$ cat config.mk
export PLATFORM = sky130hd
export DESIGN_NAME = cht_chopper
export DESIGN_NICKNAME = d
export VERILOG_FILES = /design/src/logic/cht_pkg.sv /design/src/logic/cht_cfg_if.sv /design/src/logic/cht_chopper.sv /design/src/logic/cht_cfg_reg.sv
export VERILOG_INCLUDE_DIRS = /design/src /design/src/logic
export SDC_FILE = /design/constraint.sdc
export NUM_CORES = 1
export LEC_CHECK = 0
export ABC_AREA = 1
export BUFFER_PORTS_ARGS = -buffer_cell sky130_fd_sc_hd__buf_2
export CORE_UTILIZATION = 43
export CTS_CLUSTER_SIZE = 28
export DETAILED_ROUTE_END_ITERATION = 6
export PLACE_DENSITY = 0.65
export REMOVE_ABC_BUFFERS = 1
export SYNTH_ARGS = -nofsm -noshare
export SYNTH_HDL_FRONTEND = slang
export SYNTH_SLANG_ARGS = --single-unit
$ cat constraint.sdc
create_clock -name clk -period 7.25 [get_ports clk]
set_clock_uncertainty 0.1 [all_clocks]
set_input_delay 0.725 -clock clk [delete_from_list [all_inputs] [get_ports clk]]
set_output_delay 0.725 -clock clk [all_outputs]
set_load 0.03 [all_outputs]
$ cat src/logic/cht_defs.svh
// Bit positions, encodings and cycle counts of the chopper configuration
`ifndef CHT_DEFS_SVH
`define CHT_DEFS_SVH

`define CHT_SEL_MSB      19
`define CHT_SEL_LSB      17
`define CHT_SEL_PAT      3'h4
`define CHT_SET_W        17
`define CHT_SET_RESET    17'h00000

`define CHT_BLSEL_MSB    16
`define CHT_BLSEL_LSB    15
`define CHT_MODE_BIT     14
`define CHT_RND_BIT      13
`define CHT_DECR_MSB     12
`define CHT_DECR_LSB     11
`define CHT_END_MSB      10
`define CHT_END_LSB      7
`define CHT_START_MSB    6
`define CHT_START_LSB    4
`define CHT_OFFT_MSB     3
`define CHT_OFFT_LSB     0

`define CHT_BLANK_0      6'h10
`define CHT_BLANK_1      6'h18
`define CHT_BLANK_2      6'h24
`define CHT_BLANK_3      6'h36
`define CHT_SLOW_BASE    10'h018
`define CHT_END_OFS      6'h03
`define CHT_START_OFS    6'h01
`define CHT_LFSR_SEED    8'h01

`endif

$ cat src/logic/cht_pkg.sv
// Types used by the chopper timing module: phase state and hysteresis level
package cht_pkg;
  typedef enum logic [1:0] {
    ST_OFF  = 2'b00,
    ST_ON   = 2'b01,
    ST_FAST = 2'b10,
    ST_SLOW = 2'b11
  } cht_state_e;

  typedef logic signed [5:0] cht_hyst_t;
endpackage

$ cat src/logic/cht_cfg_if.sv
// Decoded chopper settings passed from the register to the timing core
`timescale 1ns/1ps
`default_nettype none
interface cht_cfg_if;
  logic [1:0] blank_time_sel;
  logic       chop_mode_sel;
  logic       rand_offtime_en;
  logic [1:0] hyst_decr_interval;
  logic [3:0] hyst_end_value;
  logic [2:0] hyst_start_value;
  logic [3:0] offtime_setting;
  logic       upd;

  modport src (
    output blank_time_sel, chop_mode_sel, rand_offtime_en,
    output hyst_decr_interval, hyst_end_value, hyst_start_value,
    output offtime_setting, upd
  );
  modport snk (
    input blank_time_sel, chop_mode_sel, rand_offtime_en,
    input hyst_decr_interval, hyst_end_value, hyst_start_value,
    input offtime_setting, upd
  );
endinterface
`default_nettype wire

$ cat src/logic/cht_chopper.sv
// Chopper phase sequencer with blanking, decay timers and hysteresis
// Notes on behaviour
// - Pattern 100 in bits 19..17 selects the chopper word; 17 bits follow.
// - Blanking code 00..11 gives 16, 24, 36 or 54 clocks.
// - Bit 14 picks hysteresis chopper or constant off-time with fast decay.
// - Constant off-time: fast decay follows on unless the fast value is zero, ends early at negative nominal.
// - Random bit adds zero to three clocks to the slow decay length.
// - Hysteresis mode: decrement every 16, 32, 48 or 64 clocks.
// - Off-time mode: bit 12 lets only the timer end fast decay; bit 11 MSB.
// - Hysteresis end is field minus three, in 1/512 units of current.
// - Off-time mode: same field minus three is the sine offset.
// - Hysteresis start is end plus field plus one.
// - Off-time mode: fast decay timer runs 32 clocks times the four-bit fast value.
// - Slow decay lasts 24 plus 32 times the off-time field.
// - Off-time zero disables the driver, every bridge switch off.
`timescale 1ns/1ps
`default_nettype none
`include "cht_defs.svh"
module cht_chopper #(
  parameter int CNT_W = 10
) (
  input  wire logic        clk,
  input  wire logic        rst,
  input  wire logic        cfg_wr,
  input  wire logic [19:0] cfg_word,
  input  wire logic        cmp_peak,
  input  wire logic        cmp_valley,
  input  wire logic        cmp_neg_nominal,
  output logic             phase_on,
  output logic             phase_fast,
  output logic             phase_slow,
  output logic             bridges_off,
  output logic             blanking,
  output logic [5:0]       hyst_level,
  output logic [5:0]       sine_offset
);
  cht_cfg_if cfg ();

  cht_cfg_reg u_reg (
    .clk     (clk),
    .rst     (rst),
    .wr_en   (cfg_wr),
    .wr_word (cfg_word),
    .cfg     (cfg)
  );

  cht_pkg::cht_state_e state_q;
  cht_pkg::cht_state_e state_d;
  logic [CNT_W-1:0]    cnt_q;
  logic [CNT_W-1:0]    cnt_d;
  logic [5:0]          blank_q;
  logic [5:0]          blank_d;
  logic [6:0]          dec_q;
  cht_pkg::cht_hyst_t  hyst_q;
  logic [7:0]          lfsr_q;
  logic                on_q;
  logic                fast_q;
  logic                slow_q;
  logic                off_q;
  logic                blank_out_q;
  logic [5:0]          sine_q;

  wire                     disabled;
  wire                     mode_fix;
  wire                     blank_done;
  wire                     cnt_last;
  wire                     enter;
  wire [5:0]               blank_len;
  wire [3:0]               fast_n;
  wire [CNT_W-1:0]         fast_len;
  wire [1:0]               rnd;
  wire [CNT_W-1:0]         slow_len;
  wire [6:0]               decr_len;
  wire [2:0]               decr_sel;
  cht_pkg::cht_hyst_t      end_eff;
  cht_pkg::cht_hyst_t      hstart_eff;
  wire                     on_exit;
  wire                     fast_exit;
  wire                     reload_hyst;

  assign disabled   = (cfg.offtime_setting == 4'h0);
  assign mode_fix   = cfg.chop_mode_sel;
  assign blank_done = (blank_q == 6'h00);
  assign cnt_last   = (cnt_q == {{(CNT_W-1){1'b0}}, 1'b1});
  assign enter      = (state_d != state_q);

  assign blank_len = (cfg.blank_time_sel == 2'h0) ? `CHT_BLANK_0 :
                     (cfg.blank_time_sel == 2'h1) ? `CHT_BLANK_1 :
                     (cfg.blank_time_sel == 2'h2) ? `CHT_BLANK_2 :
                                                    `CHT_BLANK_3;

  // Fast value: bit 11 on top of the start field
  assign fast_n   = {cfg.hyst_decr_interval[0], cfg.hyst_start_value};
  assign fast_len = CNT_W'({fast_n, 5'h00});

  assign rnd      = cfg.rand_offtime_en ? lfsr_q[1:0] : 2'h0;
  assign slow_len = `CHT_SLOW_BASE
                  + CNT_W'({cfg.offtime_setting, 5'h00})
                  + CNT_W'(rnd);

  assign decr_sel = {1'b0, cfg.hyst_decr_interval} + 3'h1;
  assign decr_len = {decr_sel, 4'h0};

  assign end_eff    = {2'h0, cfg.hyst_end_value} - `CHT_END_OFS;
  assign hstart_eff = end_eff + {3'h0, cfg.hyst_start_value}
                    + `CHT_START_OFS;

  // Comparators are only heard once blanking has run out
  assign on_exit   = blank_done && cmp_peak;
  assign fast_exit = mode_fix
    ? (cnt_last || (!cfg.hyst_decr_interval[1] && blank_done &&
                    cmp_neg_nominal))
    : (blank_done && cmp_valley);
  assign reload_hyst = (state_q == cht_pkg::ST_SLOW) &&
                       (state_d == cht_pkg::ST_ON);

  always_comb begin
    state_d = state_q;
    case (state_q)
      cht_pkg::ST_OFF: begin
        state_d = cht_pkg::ST_ON;
      end
      cht_pkg::ST_ON: begin
        if (on_exit) begin
          if (mode_fix && fast_n == 4'h0) begin
            state_d = cht_pkg::ST_SLOW;
          end else begin
            state_d = cht_pkg::ST_FAST;
          end
        end
      end
      cht_pkg::ST_FAST: begin
        if (fast_exit) begin
          state_d = cht_pkg::ST_SLOW;
        end
      end
      cht_pkg::ST_SLOW: begin
        if (cnt_last) begin
          state_d = cht_pkg::ST_ON;
        end
      end
      default: begin
        state_d = cht_pkg::ST_OFF;
      end
    endcase
    if (disabled) begin
      state_d = cht_pkg::ST_OFF;
    end
  end

  always_comb begin
    cnt_d   = (cnt_q != '0) ? cnt_q - 1'b1 : cnt_q;
    blank_d = (blank_q != 6'h00) ? blank_q - 6'h01 : blank_q;
    if (enter) begin
      cnt_d   = (state_d == cht_pkg::ST_SLOW) ? slow_len : fast_len;
      blank_d = (state_d == cht_pkg::ST_OFF ||
                 state_d == cht_pkg::ST_SLOW) ? 6'h00 : blank_len;
    end
  end

  always_ff @(posedge clk) begin
    if (rst) begin
      state_q <= cht_pkg::ST_OFF;
      cnt_q   <= '0;
      blank_q <= 6'h00;
      lfsr_q  <= `CHT_LFSR_SEED;
    end else begin
      state_q <= state_d;
      cnt_q   <= cnt_d;
      blank_q <= blank_d;
      lfsr_q  <= {lfsr_q[6:0], lfsr_q[7] ^ lfsr_q[5] ^ lfsr_q[4] ^ lfsr_q[3]};
    end
  end

  // Hysteresis restarts each on phase, then steps down toward the end value
  always_ff @(posedge clk) begin
    if (rst) begin
      hyst_q <= 6'h00;
      dec_q  <= 7'h00;
    end else if (mode_fix || disabled) begin
      hyst_q <= 6'h00;
      dec_q  <= decr_len;
    end else if (reload_hyst || cfg.upd || state_q == cht_pkg::ST_OFF) begin
      hyst_q <= hstart_eff;
      dec_q  <= decr_len;
    end else if (dec_q <= 7'h01) begin
      dec_q  <= decr_len;
      if (hyst_q > end_eff) begin
        hyst_q <= hyst_q - 6'h01;
      end
    end else begin
      dec_q <= dec_q - 7'h01;
    end
  end

  always_ff @(posedge clk) begin
    if (rst) begin
      on_q        <= 1'b0;
      fast_q      <= 1'b0;
      slow_q      <= 1'b0;
      off_q       <= 1'b1;
      blank_out_q <= 1'b0;
      sine_q      <= 6'h00;
    end else begin
      on_q        <= (state_d == cht_pkg::ST_ON);
      fast_q      <= (state_d == cht_pkg::ST_FAST);
      slow_q      <= (state_d == cht_pkg::ST_SLOW);
      off_q       <= (state_d == cht_pkg::ST_OFF);
      blank_out_q <= (blank_d != 6'h00);
      sine_q      <= mode_fix ? end_eff : 6'h00;
    end
  end

  assign phase_on    = on_q;
  assign phase_fast  = fast_q;
  assign phase_slow  = slow_q;
  assign bridges_off = off_q;
  assign blanking    = blank_out_q;
  assign hyst_level  = hyst_q;
  assign sine_offset = sine_q;

  // Checking helpers: slow phase length, load value and random enable
  logic [CNT_W-1:0] slow_run_q;
  logic [CNT_W-1:0] slow_exp_q;
  logic             slow_rnd_q;
  always_ff @(posedge clk) begin
    if (rst) begin
      slow_run_q <= '0;
      slow_exp_q <= '0;
      slow_rnd_q <= 1'b0;
    end else if (state_q != cht_pkg::ST_SLOW &&
                 state_d == cht_pkg::ST_SLOW) begin
      slow_run_q <= '0;
      slow_exp_q <= slow_len;
      slow_rnd_q <= cfg.rand_offtime_en;
    end else if (state_q == cht_pkg::ST_SLOW) begin
      slow_run_q <= slow_run_q + 1'b1;
    end
  end
endmodule
`default_nettype wire

$ cat src/logic/cht_cfg_reg.sv
// Chopper configuration register with select decode and field split
`timescale 1ns/1ps
`default_nettype none
`include "cht_defs.svh"
module cht_cfg_reg (
  input  wire logic        clk,
  input  wire logic        rst,
  input  wire logic        wr_en,
  input  wire logic [19:0] wr_word,
  cht_cfg_if.src           cfg
);
  logic [`CHT_SET_W-1:0] set_q;
  logic                  upd_q;
  wire                   sel_hit;

  assign sel_hit = wr_en &&
    (wr_word[`CHT_SEL_MSB:`CHT_SEL_LSB] == `CHT_SEL_PAT);

  // All setting bits are replaced in one cycle
  always_ff @(posedge clk) begin
    if (rst) begin
      set_q <= `CHT_SET_RESET;
      upd_q <= 1'b0;
    end else begin
      upd_q <= sel_hit;
      if (sel_hit) begin
        set_q <= wr_word[`CHT_SET_W-1:0];
      end
    end
  end

  assign cfg.blank_time_sel     = set_q[`CHT_BLSEL_MSB:`CHT_BLSEL_LSB];
  assign cfg.chop_mode_sel      = set_q[`CHT_MODE_BIT];
  assign cfg.rand_offtime_en    = set_q[`CHT_RND_BIT];
  assign cfg.hyst_decr_interval = set_q[`CHT_DECR_MSB:`CHT_DECR_LSB];
  assign cfg.hyst_end_value     = set_q[`CHT_END_MSB:`CHT_END_LSB];
  assign cfg.hyst_start_value   = set_q[`CHT_START_MSB:`CHT_START_LSB];
  assign cfg.offtime_setting    = set_q[`CHT_OFFT_MSB:`CHT_OFFT_LSB];
  assign cfg.upd                = upd_q;
endmodule
`default_nettype wire

==> results by group <==
Yosys
  • Post-synth top flop: dfxtp_1
  • Mean area per synthesized cell: 7.363 sq um
  • Post-synthesis simple-gate area fraction: 0.2419
  • Compound-Gate Fraction of Synth Area: 0.1589
  • Post-synth EDFFs: 0
  • Largest family of logic cells by synthesized area: simple AND/OR/NAND/NOR gates
  • Cell area after synthesis: 0.003512 sq mm
  • Synth top area share: 0.3819
  • Post-synthesis adder-cell area fraction: 0.08764
  • Synth async-reset ratio: 0
  • Yosys cell types: 41
  • Cell taking the most area after synthesis: dfxtp_1
  • Multiplexer area fraction after synthesis: 0.002850
  • XOR/XNOR Fraction of Synth Area: 0.03242
  • Register area share after synthesis: 0.3819
  • Yosys warns: 0
  • Number of synthesized register bits: 67
  • Post-Syn Instances: 477
  • Top post-synthesis cells by area: dfxtp_1 38%, ha_1 8.2%, nor2_1 8.1%, inv_1 6.9%, nand2_1 6.4%

Placed design
  • PortBufs: 42
  • Cells after DPL: 611
  • Pre-CTS setup slack: 3.908 ns
  • RD Place Congestion: 0.8472
  • DPL Wire Length: 5828 um

Floorplanning
  • Core area: 0.007807 sq mm
  • DIE WIDTH: 92.38 um
  • I/O Pins: 43
  • Row cnt: 32
  • Die Height: 92.38 um
  • Die area: 0.008533 sq mm
  • Initial core utilization: 0.4498

Critical path
  • Crit path largest cell delay: 0.33 ns
  • Req. time, crit path: 7.37 ns
  • CP Cell Sequence: inv_1 -> ha_1 -> nand2_2 -> nor2_8 -> nand2_1 -> a31oi_1 -> inv_1 -> ha_1 -> inv_1 -> o21ai_1 -> a21o_1 -> inv_2 -> nand2_1 -> nor2_1 -> inv_1 -> o21ai_0 -> a21oi_1
  • Setup crit start kind: flop
  • Worst path slowest cell: dfxtp_1
  • WP buf/inv: 5
  • Crit end category: flop
  • Setup Crit Path Kind: flop to flop
  • Largest delay contributor family on the critical path: compound AO/OA/AOI/OAI gates
  • Worst EP arrival: 3.05 ns
  • Crit Path Max Fanout: 9
  • CP dominant cell by count: inv_1

STA
  • Final setup margin: 4.318 ns
  • Hold Violations, Final: 0
  • Unrepaired setup endpoints after global routing: false
  • Final Max Tran Viols: 0
  • Fin crit period: 2.932 ns
  • Tcrit/Tclk final: 0.4044
  • Least-Margin Pin Slew: 0.9522 ns
  • Fmax: 341.0 MHz
  • Slew headroom: 0.3603
  • Final setup fails: 0
  • Total negative slack: 0 ns

Cells and area
  • Number of nets in the layout: 570
  • Post-layout util: 0.5147
  • Area growth from synthesis to layout: 14.43%
  • Final Non-Filler Cells: 627
  • Commonest non-fill, non-tap cell in the layout: nor2_1
  • Layout cells sized above 1: 0.1676
  • Most frequent cells in the layout: 76 x nor2_1, 67 x dfxtp_1, 65 x inv_1
  • # diodes: 0

Route
  • Drt drc: 0
  • WL final: 7620 um
  • Post-DRT Antenna Nets: 0
  • Iter 0 DRT Violations: 123
  • Vias: 3077
  • Routed WL per cell: 12.15 um
  • Post-DR vias/cell: 4.907
  • Drt first pass iters: 4

Outcome
  • Status: finished clean

Clock tree
  • PostCTS Resize Cnt: 0
  • Hold-fix buffers, CTS: 0
  • Worst-skew pair later-pin latency: 0.34 ns
  • Reg clk slew, reported paths: 0.07 ns
  • CTS HTree Levels: 3
  • Root Buffer: clkbuf_8
  • Clock buffer depth: 2
  • Setup Buffers After CTS: 0
  • CTS tree: done
  • CTS Sinks: 67
  • Cts bufs inserted: 9

Power
  • Power per cell area: 328.4 mW/mm^2
  • Flop pwr share: 0.347
  • Switching power total: 0.4987 mW
  • Comb power frac: 0.387
  • LEAKAGE: 1.899 nW
  • VDD IR max: 0.1501 mV
  • Clk pwr share: 0.266
  • Switching Share: 0.3779
  • Int Pwr: 0.8211 mW

Global route
  • Vias in the first global route: 2806
  • Total track usage: 0.1943
  • First-pass GRT wire length: 12960 um
  • Initial antenna violation count: 0
  • Pin count of the biggest net entering global routing: 31
  • GRT overflow: 0

Flow run
  • Max cap viols: 0

Hold path
  • Hold WC Path Type: flop to flop
## layer usage
layer  track usage  vias to the layer above  share of wire
li1              -                     1619              -
met1        0.2670                     1401           0.51
met2        0.2975                       41           0.44
met3       0.03366                       16          0.027
met4       0.08594                        0          0.026
met5             0                        -              0
## kinds of logic after synthesis
| logic type | after synthesis |
|---|---|
| AND/OR/NAND/NOR | 188 |
| AO/OA/AOI/OAI | 101 |
| buffers and inverters | 83 |
| flip-flops | 67 |
| adder cells (fa/ha/maj) | 24 |
| XOR/XNOR | 13 |
| multiplexers | 1 |
## final timing paths
path | slack, ns | end | from | cells past startpoint
setup / recovery | 4.32 | dec_q[4] | blank_q[0] | 17
setup reg to reg | 4.32 | dec_q[4] | blank_q[0] | 17
hold reg to reg | 0.31 | lfsr_q[3] | lfsr_q[2] | 2
hold / removal | 0.31 | lfsr_q[3] | lfsr_q[2] | 2
## stage by stage
stage          area, sq um  total power, mW  hold slack (ns)
2_1_floorplan         3455           0.8727           0.2883
6_report              4019            1.320           0.3119
4_1_cts               4019            1.330           0.3109
5_1_grt               4019            1.425           0.3494
3_3_place_gp          3792           0.9679           0.2918
3_5_place_dp          3792           0.9765           0.3026
## Yosys cell counts, types with 3 or more instances
cell and number:
nor2_1 76, dfxtp_1 67, inv_1 65, nand2_1 60, o21ai_0 40, a21oi_1 37, ha_1 23, nand3_1 19
clkbuf_1 8, inv_2 7, nand2_2 7, xor2_1 7, nor3_1 6, xnor2_1 6, o211ai_1 5, a31oi_1 4
nand2_4 4, o21ai_1 4, or2_2 4, nand4_1 3, nor2_2 3
## worst register-to-register path: cells and delay by family (launching register included)
| family | cells | cell delay, ns |
|---|---|---|
| AO/OA/AOI/OAI | 5 | 0.77 |
| adder cells (fa/ha/maj) | 2 | 0.39 |
| buffers and inverters | 5 | 0.58 |
| flip-flops | 1 | 0.33 |
| AND/OR/NAND/NOR | 5 | 0.65 |
## registers in the layout, indices dropped and copies added (netlist names)
register	cells
u_reg.set_q	17
cnt_q	10
lfsr_q	8
dec_q	7
blank_q	6
hyst_level	6
sine_offset	5
state_q	2
blanking	1
bridges_off	1
phase_fast	1
phase_on	1
phase_slow	1
u_reg.cfg.upd	1
## power by group through the flow
stage / sequential [mW] / combinational (mW) / clock, mW
2_1_floorplan: 0.472 / 0.401 / 0
3_3_place_gp: 0.465 / 0.503 / 0
3_5_place_dp: 0.466 / 0.510 / 0
4_1_cts: 0.458 / 0.514 / 0.358
5_1_grt: 0.466 / 0.582 / 0.376
6_report: 0.458 / 0.510 / 0.351
## layout make-up
type                       instances  area [sq um]
clock inverter                     6         88.84
tap                              102         127.6
timing repair buffer              42         210.2
multi-input combinational        327          1839
sequential                        67          1341
inverter                          73         274.0
fill                             805          3789
clock buffer                      10         137.6
Note: power is estimated with default switching activity, not from simulation.
